[config.mk]
export PLATFORM = sky130hd
export DESIGN_NAME = srr_exec
export DESIGN_NICKNAME = d
export VERILOG_FILES = /design/src/srr_exec.v /design/src/srr_sub8.v
export VERILOG_INCLUDE_DIRS = /design/src /design/src/inc
export SDC_FILE = /design/constraint.sdc
export NUM_CORES = 1
export LEC_CHECK = 0
export BUFFER_PORTS_ARGS = -buffer_cell sky130_fd_sc_hd__buf_4
export CAP_MARGIN = 20
export CORE_MARGIN = 3
export CORE_UTILIZATION = 44
export DETAILED_ROUTE_END_ITERATION = 8
export HOLD_SLACK_MARGIN = 0.03
export PLACE_DENSITY = 0.79
export SLEW_MARGIN = 5
export SYNTH_ARGS = -nofsm -noshare
export SYNTH_HDL_FRONTEND = slang
export SYNTH_SLANG_ARGS = --single-unit
[constraint.sdc]
create_clock -name CLK_I -period 2.91 [get_ports CLK_I]
set_input_delay 0 -clock CLK_I [delete_from_list [all_inputs] [get_ports CLK_I]]
set_output_delay 0 -clock CLK_I [all_outputs]
set_load 0.02 [all_outputs]
[src/inc/srr_defs.vh]
// Constants for the subtract, rotate and return execution block.
`ifndef SRR_DEFS_VH
`define SRR_DEFS_VH

// ----------------------------------------------------------------------------
// Operation codes on the decoder side.
// ----------------------------------------------------------------------------
`define SRR_OP_NONE   3'h0
`define SRR_OP_RET    3'h1
`define SRR_OP_ROTR   3'h2
`define SRR_OP_SUBLIT 3'h3
`define SRR_OP_SUBF   3'h4

// ----------------------------------------------------------------------------
// Destination bit values, reset values and cycle counts.
// ----------------------------------------------------------------------------
`define SRR_DEST_ACC  1'b0
`define SRR_DEST_FILE 1'b1
`define SRR_RET_CYCLES 2'h2
`define SRR_RST_BYTE  8'h00
`define SRR_RST_PC    13'h0000

`endif

[src/srr_exec.v]
// Execution unit for return, rotate right and the two subtracts.
`timescale 1ns/1ns
`include "srr_defs.vh"
module srr_exec #(
  parameter PC_W = 13
) (
  input  wire            CLK_I,
  input  wire            RST_N_I,
  input  wire            CE_I,
  input  wire            START_I,
  input  wire [2:0]      OP_I,
  input  wire            DEST_I,
  input  wire [7:0]      LIT_I,
  input  wire [7:0]      FILE_RD_I,
  input  wire [PC_W-1:0] STACK_HEAD_I,
  output wire            BUSY_O,
  output reg             STACK_POP_O,
  output reg             PC_LOAD_O,
  output reg  [PC_W-1:0] PC_O,
  output reg             FILE_WE_O,
  output reg  [7:0]      FILE_WD_O,
  output reg  [7:0]      ACC_O,
  output reg             CARRY_O,
  output reg             HALF_BORROW_FLAG_O,
  output reg             ZERO_O
);
  // --------------------------------------------------------------------------
  // Return sequencing states.
  // --------------------------------------------------------------------------
  localparam ST_IDLE = 1'b0;
  localparam ST_RET2 = 1'b1;

  reg        state;
  reg        next_state;
  reg  [7:0] result;
  reg        to_file;
  reg        do_write;
  reg        set_arith;
  reg        set_carry;
  reg        new_carry;
  wire [7:0] sub_a;
  wire [7:0] diff;
  wire       nb;
  wire       nhb;
  wire [7:0] rot;
  wire       take;
  wire       ret_take;
  genvar     k;

  // Subtract minuend is the literal or the file register value.
  assign sub_a  = (OP_I == `SRR_OP_SUBLIT) ? LIT_I : FILE_RD_I;
  assign BUSY_O = (state == ST_RET2);

  srr_sub8 u_sub (
    .a_i              (sub_a),
    .b_i              (ACC_O),
    .diff_o           (diff),
    .no_borrow_o      (nb),
    .no_half_borrow_o (nhb)
  );

  // A start is only taken while idle, so a start in the second return cycle
  // is dropped rather than queued.
  assign take     = (state == ST_IDLE) && START_I;
  assign ret_take = take && (OP_I == `SRR_OP_RET);

  // --------------------------------------------------------------------------
  // Rotate network.
  // --------------------------------------------------------------------------
  // Each bit takes its upper neighbour; the top bit takes the old carry.
  generate
    for (k = 0; k < 8; k = k + 1) begin : g_rot
      if (k == 7) begin : g_top
        assign rot[k] = CARRY_O;
      end else begin : g_mid
        assign rot[k] = FILE_RD_I[k + 1];
      end
    end
  endgenerate

  // --------------------------------------------------------------------------
  // Result select and destination steering.
  // --------------------------------------------------------------------------
  // Decode the operation into a result, a destination and flag updates.
  always @* begin
    result     = diff;
    to_file    = 1'b0;
    do_write   = 1'b0;
    set_arith  = 1'b0;
    set_carry  = 1'b0;
    new_carry  = CARRY_O;
    next_state = state;
    case (state)
      ST_IDLE: begin
        if (START_I) begin
          case (OP_I)
            `SRR_OP_RET: begin
              next_state = ST_RET2;
            end
            `SRR_OP_ROTR: begin
              result    = rot;
              new_carry = FILE_RD_I[0];
              set_carry = 1'b1;
              do_write  = 1'b1;
              to_file   = (DEST_I == `SRR_DEST_FILE);
            end
            `SRR_OP_SUBLIT: begin
              do_write  = 1'b1;
              set_arith = 1'b1;
            end
            `SRR_OP_SUBF: begin
              do_write  = 1'b1;
              set_arith = 1'b1;
              to_file   = (DEST_I == `SRR_DEST_FILE);
            end
            default: begin
              do_write = 1'b0;
            end
          endcase
        end
      end
      ST_RET2: begin
        next_state = ST_IDLE;
      end
      default: begin
        next_state = ST_IDLE;
      end
    endcase
  end

  // --------------------------------------------------------------------------
  // Return sequencing register.
  // --------------------------------------------------------------------------
  // Steps into the second return cycle and back; every register of the unit
  // holds its value while the clock enable is low.
  always @(posedge CLK_I) begin
    if (!RST_N_I) begin
      state <= ST_IDLE;
    end else if (CE_I) begin
      state <= next_state;
    end
  end

  // --------------------------------------------------------------------------
  // Stack pop and program counter load.
  // --------------------------------------------------------------------------
  // Pop and load pulse for one cycle after a taken return; status flags are
  // left alone, so a return never disturbs the arithmetic state.
  always @(posedge CLK_I) begin
    if (!RST_N_I) begin
      STACK_POP_O <= 1'b0;
      PC_LOAD_O   <= 1'b0;
    end else if (CE_I) begin
      STACK_POP_O <= ret_take;
      PC_LOAD_O   <= ret_take;
    end
  end

  // The new program counter is the stack head seen on the taking edge.
  // It keeps its value until the next taken return.
  always @(posedge CLK_I) begin
    if (!RST_N_I) begin
      PC_O <= `SRR_RST_PC;
    end else if (CE_I && ret_take) begin
      PC_O <= STACK_HEAD_I;
    end
  end

  // --------------------------------------------------------------------------
  // Destination steering.
  // --------------------------------------------------------------------------
  // A file destination raises the write strobe for one cycle with the data.
  // The write data register holds its last value between strobes.
  always @(posedge CLK_I) begin
    if (!RST_N_I) begin
      FILE_WE_O <= 1'b0;
      FILE_WD_O <= `SRR_RST_BYTE;
    end else if (CE_I) begin
      FILE_WE_O <= do_write && to_file;
      if (do_write && to_file) begin
        FILE_WD_O <= result;
      end
    end
  end

  // An accumulator destination updates the accumulator and leaves the file register unwritten.
  // A file destination leaves the accumulator untouched, so the decoder may
  // issue the next operation on the following edge.
  always @(posedge CLK_I) begin
    if (!RST_N_I) begin
      ACC_O <= `SRR_RST_BYTE;
    end else if (CE_I && do_write && !to_file) begin
      ACC_O <= result;
    end
  end

  // --------------------------------------------------------------------------
  // Status flags.
  // --------------------------------------------------------------------------
  // Carry follows the rotate loop or the inverted borrow of a subtract.
  // Flags use the accumulator as it stood on the taking edge, so a subtract
  // right after a write to the accumulator sees the new value.
  always @(posedge CLK_I) begin
    if (!RST_N_I) begin
      CARRY_O <= 1'b0;
    end else if (CE_I) begin
      if (set_arith) begin
        CARRY_O <= nb;
      end else if (set_carry) begin
        CARRY_O <= new_carry;
      end
    end
  end

  // Half borrow and zero move only on a subtract; rotate leaves them alone.
  always @(posedge CLK_I) begin
    if (!RST_N_I) begin
      HALF_BORROW_FLAG_O <= 1'b0;
      ZERO_O             <= 1'b0;
    end else if (CE_I && set_arith) begin
      HALF_BORROW_FLAG_O <= nhb;
      ZERO_O             <= (diff == 8'h00);
    end
  end
endmodule

[src/srr_sub8.v]
// Eight-bit subtractor giving difference and inverted borrows.
`timescale 1ns/1ns
module srr_sub8 (
  input  wire [7:0] a_i,
  input  wire [7:0] b_i,
  output wire [7:0] diff_o,
  output wire       no_borrow_o,
  output wire       no_half_borrow_o
);
  wire [8:0] full;
  wire [4:0] low;

  // Nine-bit and five-bit sums of a plus the complement of b plus one.
  assign full             = {1'b0, a_i} + {1'b0, ~b_i} + 9'h001;
  assign low              = {1'b0, a_i[3:0]} + {1'b0, ~b_i[3:0]} + 5'h01;
  assign diff_o           = full[7:0];
  assign no_borrow_o      = full[8];
  assign no_half_borrow_o = low[4];
endmodule

==> summary.md <==
| Metric | Value |
|---|---|
| Status | `complete, no violations` |
| Post-synth top cells | `35 x dfxtp_1, 34 x nor2_1, 21 x mux2i_1, 14 x a21oi_1, 11 x nand2_1` |
| RD Place Congestion | `0.8693` |
| Post-CTS Hold Buffers | `17` |
| Row count | `22` |
| Worst Max-Slew Pin Slew | `0.7276 ns` |
| Min-Delay Endpoint | `ACC_O[4]` |
| Part of the power in registers | `0.413` |
| Hold Path Class | `input port to flip-flop` |
| Initial antenna violation count | `0` |
| Peak Freq | `approximately 410 MHz` |
| Placed wire-length estimate | `approximately 3500 µm` |
| Reg2reg end | `ZERO_O` |
| MaxCap Viol Count | `0` |
| Worst setup margin | `~0.46 ns` |
| Clk Latency, worst-skew pair | `~0.29 ns` |
| Main combinational cell family by area after synthesis | `simple AND/OR/NAND/NOR gates` |
| Avg Vias per Cell | `about 5.1` |
| Drt first-iter violations | `90` |
| DRC violation count after routing | `0` |
| Dominant synthesized flop cell | `dfxtp_1` |
| Internal Power | `0.0008917 W` |
| Post-DR wirelength/cell | `14.31 µm` |
| Routed WL | `4923 µm` |
| Synthesis Warnings | `0` |
| Clock buffer count from CTS | `5` |
| Post-Synth Simple-Gate Area | `0.1756` |
| Yosys top cell area share | `0.3781` |
| WHS Path Cells | `3` |
| Post-synth EDFFs | `0` |
| XOR/XNOR Fraction of Synth Area | `0.03309` |
| Final Cycle Share | `0.8431` |
| Routed vias | `1753` |
| CP Launch Type | `input port` |
| Slew headroom | `0.5120` |
| Mux share of post-synthesis cell area | `0.1621` |
| Critical Path RT | `roughly 3.1 ns` |
| Kind of critical path | `input port to flip-flop` |
| Compound-Gate Fraction of Synth Area | `0.1431` |
| Post-DRT Antenna Nets | `0` |
| Cts repair resizes | `0` |
| Post-synthesis sequential area ratio | `0.3781` |
| Clock Pin Slew Worst Setup and Hold Paths | `0.08 ns` |
| Pleak | `1.287 nW` |
| Worst-path fanout max | `6` |
| Setup WS pre-CTS | `0.1909 ns` |
| Synth area leader | `dfxtp_1` |
| CTS sink count | `35` |
| Final number of hold-violating endpoints | `0` |
| Post-CTS Setup Bufs | `0` |
| Vias in the first global route | `between 1500 and 2000` |
| Setup slack, reg-to-reg | `0.51 ns` |
| Worst vdd ir | `~0.42 mV` |
| Synth unique cells | `39` |
| HP Start | `FILE_RD_I[5]` |
| Nets | `341` |
| Cell area power density | `442.6 mW/mm²` |
| Pins Over Slew Limit | `0` |
| P&R area growth vs syn | `46.66%` |
| Area contributors post-synth | `dfxtp_1 38%, mux2i_1 11%, nor2_1 6.9%, ha_1 5.4%, mux2_2 4.9%` |
| GRT overflow | `0` |
| Width of the chip | `just over 70 µm` |
| Clock Tree Buf Depth | `2` |
| H-tree levels | `2` |
| RSZ-0062 raised after global routing | `false` |
| Post-Synthesis Cells | `206` |
| Starting Density | `0.4808` |
| Die Area | `0.005026 mm²` |
| Net Sw Frac | `0.2588` |
| FF-to-FF Start | `ACC_O[0]` |
| Comb power frac | `0.201` |
| Clock power share | `0.386` |
| Final setup viols | `0` |
| Final instance area | `0.002718 mm²` |
| Port bufs | `72` |
| Clock skew | `about 0.007 ns` |
| Synthesized area per cell | `between 8 and 9 µm²` |
| First-pass GRT wire length | `8066 µm` |
| Most common cell in the netlist | `dfxtp_1` |
| GRT Total Usage | `0.1986` |
| Crit path capture type | `flip-flop` |
| Worst reg-to-reg path cell count | `9` |
| Placed inst area | `about 0.0024 mm²` |
| Yosys reg bits | `35` |
| Synth Cell Area | `0.001853 mm²` |
| Pin count of the biggest net entering global routing | `27` |
| Die H | `70.90 µm` |
| Crit path DAT | `2.65 ns` |
| Synth async-reset ratio | `0` |
| Post-synthesis adder-cell area fraction | `0.06482` |
| Core Region | `0.003854 mm²` |
| N_diodes | `0` |
| Minimum clock period | `2.453 ns` |
| Share of layout cells above drive strength 1 | `0.3345` |
| Sw Pwr | `0.0003113 W` |
| Final core occ | `0.7052` |
| CTS root buf | `clkbuf_8` |
| Sum Neg Setup Slack | `0 ns` |
| Syn_nets | `252` |
| First-pass iteration count of the detailed router | `4` |
| CTS tree | `yes` |
| Io pins | `73` |
-- cell families after synthesis --
kind of cell,Yosys count
compound gates,41
xor+xnor,7
fa+ha+maj,9
buf+inv,19
flops,35
mux,29
simple gates,66
-- power groups by stage --
stage / Clock (W) / Combinational [W] / Sequential [W]
final: 0.000465 / 0.000242 / 0.000496
after global routing: 0.000495 / 0.000266 / 0.000498
after CTS: 0.000472 / 0.000242 / 0.000496
after detailed placement: 0 / 0.000221 / 0.000507
after global placement: 0 / 0.000219 / 0.000507
after floorplan: 0 / 0.000125 / 0.000519
-- layout by cell type (no fill, tap or decap), types with 3 or more instances in the layout --
cell,netlist,final
o21ai_0,10,10
nand2b_1,3,3
clkbuf_8,0,6
a211oi_1,7,7
buf_4,1,74
nor2_1,34,34
mux2i_1,21,21
nand2_1,11,11
ha_1,8,8
a31oi_1,3,3
nand3_1,4,4
dlygate4sd3_1,0,17
dfxtp_1,35,35
xnor2_1,4,4
inv_1,9,9
mux2_2,8,8
xor2_1,3,3
a21oi_1,14,14
nor2b_1,3,3
-- worst max-delay path by stage --
| stage | end | from | slack, ns | depth (start not counted) |
|---|---|---|---|---|
| after detailed placement | ZERO_O | OP_I[2] | 0.19 | 12 |
| final | ZERO_O | OP_I[2] | 0.46 | 12 |
| after floorplan | ZERO_O | OP_I[2] | 0.49 | 11 |
| after global routing | ZERO_O | OP_I[2] | 0.33 | 12 |
| after CTS | ZERO_O | OP_I[2] | 0.46 | 12 |
| after global placement | ZERO_O | OP_I[2] | 0.31 | 12 |
-- metal layers --
layer | track usage | share of wire | wire length [µm] | up-vias
met2 | 0.3687 | 0.51 | 2494 | 65
met5 | 0 | 0 | 0 | -
met3 | 0.05540 | 0.082 | 406 | 7
met4 | 0.05637 | 0.0098 | 48 | 0
li1 | - | - | - | 889
met1 | 0.2192 | 0.40 | 1973 | 792
-- critical path, cell delays in order --
cell      delay (ns)
buf_4           0.12
nand3b_1        0.32
mux2i_1         0.25
ha_1            0.18
inv_1           0.05
fa_1            0.41
a21oi_1         0.24
nor2b_1         0.07
nor2_1          0.15
xnor2_1         0.11
or4_4           0.55
o41ai_2         0.20
-- stage by stage --
stage                power, W  instances  hold WS [ns]
floorplan           0.0006443        206        0.1439
global placement    0.0007262        319        0.2274
detailed placement  0.0007286        319        0.2434
CTS                  0.001210        344       0.06018
global route         0.001259        344       0.08679
finish               0.001203        344       0.05563
-- state kept, by name, indices dropped and copies added (netlist names) --
name / flops
ZERO_O: 1
CARRY_O: 1
ACC_O: 8
HALF_BORROW_FLAG_O: 1
PC_LOAD_O: 1
FILE_WD_O: 8
BUSY_O: 1
FILE_WE_O: 1
PC_O: 13
-- area by class of cell --
cell class | count | area [µm²]
Inverter | 10 | 37.54
Tap cell | 48 | 60.06
Timing Repair Buffer | 91 | 725.7
Clock buffer | 6 | 82.58
Sequential cell | 35 | 700.7
Clock inverter | 2 | 38.79
Fill cell | 311 | 1136
Multi-Input combinational cell | 152 | 1072
(Power assumes the default switching activity.)
